--- config.mk ---
export PLATFORM = sky130hd
export DESIGN_NAME = rtt_timer3_wake
export DESIGN_NICKNAME = d
export VERILOG_FILES = /design/src/hw/rtt_pkg.sv /design/src/hw/rtt_timer3_wake.sv
export SDC_FILE = /design/constraint.sdc
export NUM_CORES = 1
export LEC_CHECK = 0
export ABC_AREA = 1
export BUFFER_PORTS_ARGS = -buffer_cell sky130_fd_sc_hd__buf_2
export CAP_MARGIN = 20
export CORE_MARGIN = 4
export CORE_UTILIZATION = 45
export CTS_BUF_LIST = sky130_fd_sc_hd__clkbuf_16
export CTS_CLUSTER_DIAMETER = 80
export DETAILED_ROUTE_END_ITERATION = 8
export HOLD_SLACK_MARGIN = 0.03
export PLACE_DENSITY_LB_ADDON = 0.25
export SETUP_SLACK_MARGIN = 0.4
export SYNTH_ARGS = -nofsm -noshare
export SYNTH_HDL_FRONTEND = slang
export SYNTH_SLANG_ARGS = --single-unit
--- constraint.sdc ---
create_clock -name pclk -period 2.59 [get_ports pclk]
set_input_delay 0.3885 -clock pclk [delete_from_list [all_inputs] [get_ports pclk]]
set_output_delay 0.3885 -clock pclk [all_outputs]
set_load 0.01 [all_outputs]
--- src/hw/rtt_pkg.sv ---
package rtt_pkg;

  // register indices; byte address is four times the index
  localparam logic [6:0] IDX_T3_CTRL = 7'h1e;
  localparam logic [6:0] IDX_T3_RLD_HI = 7'h1f;
  localparam logic [6:0] IDX_T3_RLD_LO = 7'h20;
  localparam logic [6:0] IDX_T3_CNT_HI = 7'h21;
  localparam logic [6:0] IDX_T3_CNT_LO = 7'h22;
  localparam logic [6:0] IDX_WK_CTRL = 7'h23;
  localparam logic [6:0] IDX_WK_RLD_HI = 7'h24;
  localparam logic [6:0] IDX_WK_RLD_LO = 7'h25;
  localparam logic [6:0] IDX_WK_CNT_HI = 7'h26;
  localparam logic [6:0] IDX_WK_CNT_LO = 7'h27;
  localparam logic [6:0] IDX_IRQ_STAT = 7'h28;
  localparam logic [6:0] IDX_IRQ_EN = 7'h29;
  localparam logic [6:0] IDX_IRQ_CLR = 7'h2a;

  // general timer control fields
  localparam int T3_STOP_RX_BIT = 7;
  localparam int T3_START_LSB = 4;
  localparam int T3_RESTART_BIT = 3;
  localparam int T3_CLK_LSB = 0;
  localparam logic [7:0] T3_CTRL_WMASK = 8'hbb;

  // wake timer control fields
  localparam int WK_RUN_BIT = 7;
  localparam int WK_RWE_BIT = 6;
  localparam int WK_TRIM_BIT = 5;
  localparam int WK_LOW_POWER_CARD_DETECTION_BIT = 4;
  localparam int WK_RESTART_BIT = 3;
  localparam int WK_WAKE_BIT = 2;
  localparam int WK_CLK_LSB = 0;

  // interrupt status layout
  localparam int IRQ_T3_BIT = 0;
  localparam int IRQ_WK_BIT = 1;

  // reset values
  localparam logic [7:0] T3_CTRL_RST = 8'h00;
  localparam logic [5:0] WK_CTRL_RST = 6'h00;
  localparam logic [15:0] RLD_RST = 16'h0000;
  localparam logic [15:0] CNT_RST = 16'h0000;
  localparam logic [1:0] IRQ_RST = 2'h0;

  // wake timer prescaler terminal counts (divide by 1, 8, 16, 32)
  localparam logic [4:0] WK_DIV1_TC = 5'h00;
  localparam logic [4:0] WK_DIV8_TC = 5'h07;
  localparam logic [4:0] WK_DIV16_TC = 5'h0f;
  localparam logic [4:0] WK_DIV32_TC = 5'h1f;

  typedef enum logic [1:0] {
    START_OFF = 2'b00,
    START_TX_END = 2'b01,
    START_TRIM = 2'b10,
    START_TRIM_UF = 2'b11
  } rtt_start_e;

  typedef enum logic [1:0] {
    CLK_FAST = 2'b00,
    CLK_SLOW = 2'b01,
    CLK_TMR0_UF = 2'b10,
    CLK_TMR1_UF = 2'b11
  } rtt_clk_e;

  typedef enum logic {
    ST_IDLE = 1'b0,
    ST_RUN = 1'b1
  } rtt_run_e;

  typedef struct packed {
    logic [7:0] t3_ctrl;
    logic [15:0] t3_rld;
    logic [15:0] t3_cnt;
    rtt_run_e t3_st;
    logic t3_uf_p;
    logic [5:0] wk_ctrl;
    logic [15:0] wk_rld;
    logic [15:0] wk_cnt;
    rtt_run_e wk_st;
    logic [4:0] wk_pre;
    logic wake_p;
    logic low_power_card_detection_p;
    logic trim_p;
    logic [1:0] irq_stat;
    logic [1:0] irq_en;
    logic [31:0] prdata;
  } rtt_state_s;

endpackage : rtt_pkg

--- src/hw/rtt_timer3_wake.sv ---
// Local design decision: the APB register port.
`timescale 1ns/10ps
module rtt_timer3_wake (
  input wire logic pclk, // apb clock, 40 MHz
  input wire logic presetn, // async reset
  input wire logic psel, // apb select
  input wire logic penable, // apb enable
  input wire logic pwrite, // apb direction
  input wire logic [9:0] paddr, // apb byte address
  input wire logic [31:0] pwdata, // apb write data
  output logic [31:0] prdata, // apb read data
  output logic pready, // apb ready
  output logic pslverr, // apb error, unmapped address
  input wire logic tick_fast, // 13.56 MHz count tick
  input wire logic tick_slow, // 211.875 kHz count tick
  input wire logic first_timer_uflow, // first timer underflow
  input wire logic second_timer_uflow, // second timer underflow
  input wire logic tx_end, // rf transmission ended
  input wire logic rx_first_bits, // first four bits received
  input wire logic trim_edge, // trim reference rising edge
  input wire logic lfo_tick, // low freq oscillator tick
  output logic timer_underflow, // general timer underflow pulse
  output logic timer_running, // general timer running
  output logic wake_request, // wake the system, pulse
  output logic card_detect_start, // launch card detection, pulse
  output logic trim_start, // launch oscillator trim, pulse
  output logic irq // level interrupt
);

  rtt_pkg::rtt_state_s s, n;
  rtt_pkg::rtt_start_e t3_mode;
  rtt_pkg::rtt_clk_e t3_clk;
  logic [6:0] idx;
  logic hit, wr, rd_setup, t3_trim, t3_tick, t3_start, t3_stop;
  logic t3_uflow, t3_hold, rx_stop, wk_tick, wk_uflow;
  logic [4:0] wk_tc;
  logic [7:0] rdval;

  assign idx = paddr[8:2];
  assign wr = psel & penable & pwrite;
  assign rd_setup = psel & ~penable & ~pwrite;
  assign t3_mode = rtt_pkg::rtt_start_e'(s.t3_ctrl[rtt_pkg::T3_START_LSB +: 2]);
  assign t3_clk = rtt_pkg::rtt_clk_e'(s.t3_ctrl[rtt_pkg::T3_CLK_LSB +: 2]);
  assign t3_trim = t3_mode[1];

  always_comb
  begin
    unique case (t3_clk)
      rtt_pkg::CLK_FAST: t3_tick = tick_fast;
      rtt_pkg::CLK_SLOW: t3_tick = tick_slow;
      rtt_pkg::CLK_TMR0_UF: t3_tick = first_timer_uflow;
      rtt_pkg::CLK_TMR1_UF: t3_tick = second_timer_uflow;
    endcase
  end

  // start/stop events of the general timer
  assign t3_start = (s.t3_st == rtt_pkg::ST_IDLE) &&
    ((t3_mode == rtt_pkg::START_TX_END && tx_end) ||
     (t3_trim && trim_edge));
  assign rx_stop = s.t3_ctrl[rtt_pkg::T3_STOP_RX_BIT] && !t3_trim &&
    rx_first_bits;
  assign t3_stop = (s.t3_st == rtt_pkg::ST_RUN) &&
    (rx_stop || (t3_trim && trim_edge));
  // trim without underflow parks at zero instead of underflowing
  assign t3_hold = t3_mode == rtt_pkg::START_TRIM;
  assign t3_uflow = (s.t3_st == rtt_pkg::ST_RUN) && !t3_stop && t3_tick &&
    s.t3_cnt == 16'h0000 && !t3_hold;

  always_comb
  begin
    unique case (s.wk_ctrl[rtt_pkg::WK_CLK_LSB +: 2])
      2'b00: wk_tc = rtt_pkg::WK_DIV1_TC;
      2'b01: wk_tc = rtt_pkg::WK_DIV8_TC;
      2'b10: wk_tc = rtt_pkg::WK_DIV16_TC;
      2'b11: wk_tc = rtt_pkg::WK_DIV32_TC;
    endcase
  end
  assign wk_tick = (s.wk_st == rtt_pkg::ST_RUN) && lfo_tick &&
    s.wk_pre == wk_tc;
  assign wk_uflow = wk_tick && s.wk_cnt == 16'h0000;

  always_comb
  begin
    hit = 1'b1;
    rdval = 8'h00;
    unique case (idx)
      rtt_pkg::IDX_T3_CTRL: rdval = s.t3_ctrl;
      rtt_pkg::IDX_T3_RLD_HI: rdval = s.t3_rld[15:8];
      rtt_pkg::IDX_T3_RLD_LO: rdval = s.t3_rld[7:0];
      rtt_pkg::IDX_T3_CNT_HI: rdval = s.t3_cnt[15:8];
      rtt_pkg::IDX_T3_CNT_LO: rdval = s.t3_cnt[7:0];
      rtt_pkg::IDX_WK_CTRL: rdval = {s.wk_st == rtt_pkg::ST_RUN, 1'b0,
                                     s.wk_ctrl};
      rtt_pkg::IDX_WK_RLD_HI: rdval = s.wk_rld[15:8];
      rtt_pkg::IDX_WK_RLD_LO: rdval = s.wk_rld[7:0];
      rtt_pkg::IDX_WK_CNT_HI: rdval = s.wk_cnt[15:8];
      rtt_pkg::IDX_WK_CNT_LO: rdval = s.wk_cnt[7:0];
      rtt_pkg::IDX_IRQ_STAT: rdval = {6'h00, s.irq_stat};
      rtt_pkg::IDX_IRQ_EN: rdval = {6'h00, s.irq_en};
      rtt_pkg::IDX_IRQ_CLR: rdval = 8'h00;
      default: hit = 1'b0;
    endcase
  end

  always_comb
  begin
    n = s;
    n.t3_uf_p = 1'b0;
    n.wake_p = 1'b0;
    n.low_power_card_detection_p = 1'b0;
    n.trim_p = 1'b0;
    if (rd_setup)
    begin
      n.prdata = {24'h000000, rdval};
    end
    // general timer
    if (t3_start)
    begin
      n.t3_cnt = s.t3_rld;
      n.t3_st = rtt_pkg::ST_RUN;
    end
    else if (t3_stop)
    begin
      n.t3_st = rtt_pkg::ST_IDLE;
    end
    else if (s.t3_st == rtt_pkg::ST_RUN && t3_tick)
    begin
      if (t3_uflow)
      begin
        n.t3_uf_p = 1'b1;
        if (s.t3_ctrl[rtt_pkg::T3_RESTART_BIT])
        begin
          n.t3_cnt = s.t3_rld;
        end
        else
        begin
          n.t3_st = rtt_pkg::ST_IDLE;
        end
      end
      else if (s.t3_cnt != 16'h0000)
      begin
        n.t3_cnt = s.t3_cnt - 16'h0001;
      end
    end
    // wake timer
    if (s.wk_st == rtt_pkg::ST_RUN && lfo_tick)
    begin
      n.wk_pre = wk_tick ? 5'h00 : s.wk_pre + 5'h01;
    end
    if (wk_tick)
    begin
      if (wk_uflow)
      begin
        n.wake_p = s.wk_ctrl[rtt_pkg::WK_WAKE_BIT];
        n.low_power_card_detection_p = s.wk_ctrl[rtt_pkg::WK_LOW_POWER_CARD_DETECTION_BIT];
        n.trim_p = s.wk_ctrl[rtt_pkg::WK_TRIM_BIT];
        if (s.wk_ctrl[rtt_pkg::WK_RESTART_BIT] ||
            s.wk_ctrl[rtt_pkg::WK_LOW_POWER_CARD_DETECTION_BIT])
        begin
          n.wk_cnt = s.wk_rld;
        end
        else
        begin
          n.wk_st = rtt_pkg::ST_IDLE;
        end
      end
      else
      begin
        n.wk_cnt = s.wk_cnt - 16'h0001;
      end
    end
    // register writes; reload bytes never touch a running count
    if (wr && hit)
    begin
      unique case (idx)
        rtt_pkg::IDX_T3_CTRL: n.t3_ctrl = pwdata[7:0] &
                                          rtt_pkg::T3_CTRL_WMASK;
        rtt_pkg::IDX_T3_RLD_HI: n.t3_rld[15:8] = pwdata[7:0];
        rtt_pkg::IDX_T3_RLD_LO: n.t3_rld[7:0] = pwdata[7:0];
        rtt_pkg::IDX_WK_CTRL:
        begin
          n.wk_ctrl = pwdata[5:0];
          if (pwdata[rtt_pkg::WK_RWE_BIT])
          begin
            n.wk_st = rtt_pkg::rtt_run_e'(pwdata[rtt_pkg::WK_RUN_BIT]);
            n.wk_cnt = pwdata[rtt_pkg::WK_RUN_BIT] ? s.wk_rld : n.wk_cnt;
            n.wk_pre = 5'h00;
          end
        end
        rtt_pkg::IDX_WK_RLD_HI: n.wk_rld[15:8] = pwdata[7:0];
        rtt_pkg::IDX_WK_RLD_LO: n.wk_rld[7:0] = pwdata[7:0];
        rtt_pkg::IDX_IRQ_EN: n.irq_en = pwdata[1:0];
        rtt_pkg::IDX_IRQ_CLR: n.irq_stat = s.irq_stat & ~pwdata[1:0];
        default: n.irq_en = s.irq_en;
      endcase
    end
    // set wins over a same-cycle clear
    if (t3_uflow)
    begin
      n.irq_stat[rtt_pkg::IRQ_T3_BIT] = 1'b1;
    end
    if (wk_uflow)
    begin
      n.irq_stat[rtt_pkg::IRQ_WK_BIT] = 1'b1;
    end
  end

  always_ff @(posedge pclk or negedge presetn)
  begin
    if (!presetn)
    begin
      s <= '{t3_ctrl: rtt_pkg::T3_CTRL_RST, t3_rld: rtt_pkg::RLD_RST,
             t3_cnt: rtt_pkg::CNT_RST, t3_st: rtt_pkg::ST_IDLE,
             t3_uf_p: 1'b0, wk_ctrl: rtt_pkg::WK_CTRL_RST,
             wk_rld: rtt_pkg::RLD_RST, wk_cnt: rtt_pkg::CNT_RST,
             wk_st: rtt_pkg::ST_IDLE, wk_pre: 5'h00, wake_p: 1'b0,
             low_power_card_detection_p: 1'b0, trim_p: 1'b0, irq_stat: rtt_pkg::IRQ_RST,
             irq_en: rtt_pkg::IRQ_RST, prdata: 32'h00000000};
    end
    else
    begin
      s <= n;
    end
  end

  assign prdata = s.prdata;
  assign pready = 1'b1;
  assign pslverr = psel & penable & ~hit;
  assign timer_underflow = s.t3_uf_p;
  assign timer_running = s.t3_st == rtt_pkg::ST_RUN;
  assign wake_request = s.wake_p;
  assign card_detect_start = s.low_power_card_detection_p;
  assign trim_start = s.trim_p;
  assign irq = |(s.irq_stat & s.irq_en);

  logic t3_idle;
  assign t3_idle = s.t3_st == rtt_pkg::ST_IDLE;
endmodule : rtt_timer3_wake

==> results_dict.tcl <==
set metrics [dict create \
    power_density_nw_per_um2 645 \
    cts-buffers-inserted 9 \
    finalSetupViolations 0 \
    drc 0 \
    cts-root-buf "clkbuf_16" \
    min_period_ps 2030 \
    grt_remaining_overflow 0 \
    seq_area_frac_synth_pct 36.3 \
    cts_tree "built" \
    fin_setup_tns_ps 0 \
    power_switching_mw 1.87 \
    netlist.area_leader.share_pct 36.3 \
    ant_nets 0 \
    dp_hpwl_mm 15.2 \
    fin_util_pct 50.6 \
    vias_per_cell 5.16 \
    seqPwrFrac_pct 40.9 \
    grt_pass1_wl_mm 32.8 \
    synth-seq-cells 99 \
    ios 95 \
    drive_gt1_share_pct 9.67 \
    fp.coreArea_um2 14700 \
    finalHoldViolCount 0 \
    path_cells "buf_2 -> inv_2 -> nand2_1 -> nor2_1 -> nand2_2 -> nand2_1 -> nor2_1 -> nand3_4 -> nor2_1 -> buf_2" \
    run_status "complete, no violations" \
    p_total_mw 4.80 \
    worstSetupEndpointType "output port" \
    routed-via-count 6660 \
    start_util_pct 46.4 \
    power_report.internal_total_mw 2.93 \
    routabilityCongestion 0.943 \
    instances_no_fill 1290 \
    grt_max_degree 100 \
    rsz0062_at_grt "false" \
    ir_drop_v 0.000434 \
    hold_class "input port to asynchronous set/reset pin" \
    rows 44 \
    die_area_um2 17200 \
    nFillCells 1544 \
    cts_setup_buffers 0 \
    clk_pin_slew_ps 80 \
    first_pass_iters 7 \
    wire_per_inst_um 15.7 \
    io_buffers 42 \
    diodes 0 \
    clk_latency_ps 370 \
    p_leak_nw 3.95 \
    clock_power_share_pct 28.6 \
    syn_to_final_growth_pct 8.87 \
    synth.top_cells.by_area "dfrtp_1 (36%), nand2_1 (23%), nor2_1 (7.3%), inv_1 (6.0%), o21ai_0 (4.8%)" \
    grt_pass1_vias 5983 \
    finalMaxSlewViolations 0 \
    numClockSinks 99 \
    postCtsHoldBufs 0 \
    crit_required_ps 2200 \
    multi_input_area_um2 3690 \
    ff_latch_area_um2 2480 \
    slowest_stage "nand3_4" \
    ys_types 34 \
    slowest_delay_ps 210 \
    clock_path_buffers 2 \
    synth_area_um2 6830 \
    switching_share_pct 38.9 \
    grtUsageTotal_pct 23.7 \
    wirelength_mm 20.3 \
    fin_skew_ps 12.3 \
    period_share_pct 78.4 \
    worst-path-buf-inv 3 \
    critPathArrivalTime_ps 1640 \
    syn_avg_cell_area_um2 6.41 \
    antenna_found_initial 0 \
    pwr-share-comb_pct 30.5 \
    yosys_warnings 0 \
    dpl-instance-area_um2 7120 \
    fmax_ghz 0.492 \
    cp_top_family "simple AND/OR/NAND/NOR gates" \
    die_h_um 131 \
    die_w_um 131 \
    yosys.area.top_type "dfrtp_1" \
    h-tree-depth 3 \
    slew_headroom_pct 60.9 \
    drv_cap 0 \
    synthCells 1065 \
    place_inst 1274 \
    final_nets 1161 \
    design_area_um2 7430 \
    path_max_fanout 7 \
    tightest_slew_ps 586 \
    critPathKind "input port to output port" \
    cp-start-kind "input port" \
    crit_path_frequent_cell "nor2_1" \
    drt_iter0_drc 690 \
]
synthesized netlist by cell type, drive strengths merged:
| cell | number |
|---|---|
| nor2 | 146 |
| or2 | 1 |
| nor3 | 7 |
| a211oi | 1 |
| mux2i | 4 |
| ha | 5 |
| a21boi | 6 |
| clkbuf | 9 |
| nand3 | 60 |
| clkinv | 1 |
| o21ai | 65 |
| xor2 | 13 |
| nand3b | 4 |
| conb | 2 |
| nand2 | 433 |
| a31oi | 1 |
| o22ai | 13 |
| nand4 | 10 |
| o211ai | 4 |
| and3 | 1 |
| buf | 42 |
| inv | 114 |
| o31ai | 1 |
| dfrtp | 99 |
| a21oi | 23 |
path summary, 6_finish.rpt:
check	start	to	slack [ps]	cells after the start
setup / recovery	paddr[2]	pslverr	560	10
hold / removal	presetn	s[110]	70	2
setup reg to reg	s[45]	s[45]	590	12
hold reg to reg	s[105]	s[105]	480	2
max in group asynchronous	presetn	prdata[3]	2080	2
min in group pclk	pwdata[3]	s[112]	320	3
logic make-up (layout without fill, tap and decap cells):
group	Yosys count	count (layout)	synth area share (%)
and+or+nand+nor	662	662	40.2
buffers and inverters	166	184	11.2
AOI/OAI and AO/OA	114	114	9.05
DFF	99	99	36.3
xor gates and xnor gates	13	13	1.67
adders and majority gates	5	5	0.916
muxes	4	4	0.587
other	2	25	0.110
worst reg2reg max path, cell delays in order (launching register included):
cell	delay [ps]
dfrtp_1	400
inv_1	160
ha_1	220
nand2_1	60
nor2_1	180
nand3_2	180
buf_4	230
nand2_1	60
o21ai_0	80
nand2_1	60
o21ai_0	90
nand2_1	70
o21ai_0	90
area by class of cell:
class                   count  share of cell area, %
multi-input cells         823                   49.6
flip-flops and latches     99                   33.3
inverters                 115                   5.86
repair buffers             53                   4.14
well taps                 184                   3.10
clock buffers               9                   3.03
clock inverters             7                  0.926
metrics by stage:
step                hold slack (ps)  setup WS (ps)
CTS                             105            504
finish                         66.4            559
floorplan                      92.9            856
detailed placement              461            302
global route                   95.6            405
global placement                455            343
registers in the layout, summed over array words and instances, names as in the netlist:
name               flops
card_detect_start      1
prdata                 8
s                     86
timer_running          1
timer_underflow        1
trim_start             1
wake_request           1
per-layer routing:
metal	vias up	global-route usage (%)	share of wire, %
met5	-	0	0
met4	0	3.85	1.1
met3	17	5.62	9.0
met2	244	35.9	43
met1	3054	35.4	47
li1	3345	-	-
power groups by stage:
stage	sequential (mW)	combinational [mW]	clock, mW
final	1.96	1.46	1.37
after global routing	2.00	1.71	1.45
after CTS	1.95	1.45	1.40
after detailed placement	1.98	1.44	0
after global placement	1.98	1.42	0
after floorplan	1.92	1.13	0
placed cells by master, fill, tap and decap left out, drive strengths merged:
cell,count
o211ai,4
a21oi,23
a21boi,6
mux2i,4
or2,1
nand4,10
ha,5
clkinv,3
o22ai,13
clkbuf,9
nand3b,4
nor2,146
dfrtp,99
and3,1
inv,118
nand3,60
a31oi,1
nand2,433
conb,25
nor3,7
a211oi,1
o31ai,1
clkinvlp,1
buf,53
xor2,13
o21ai,65
what timing repair did:
item,4_1_cts,5_1_grt
hold endpoints to repair,0,0
setup endpoints to repair,0,13
gates resized for setup,0,6
Note: power is estimated with default switching activity, not from simulation.
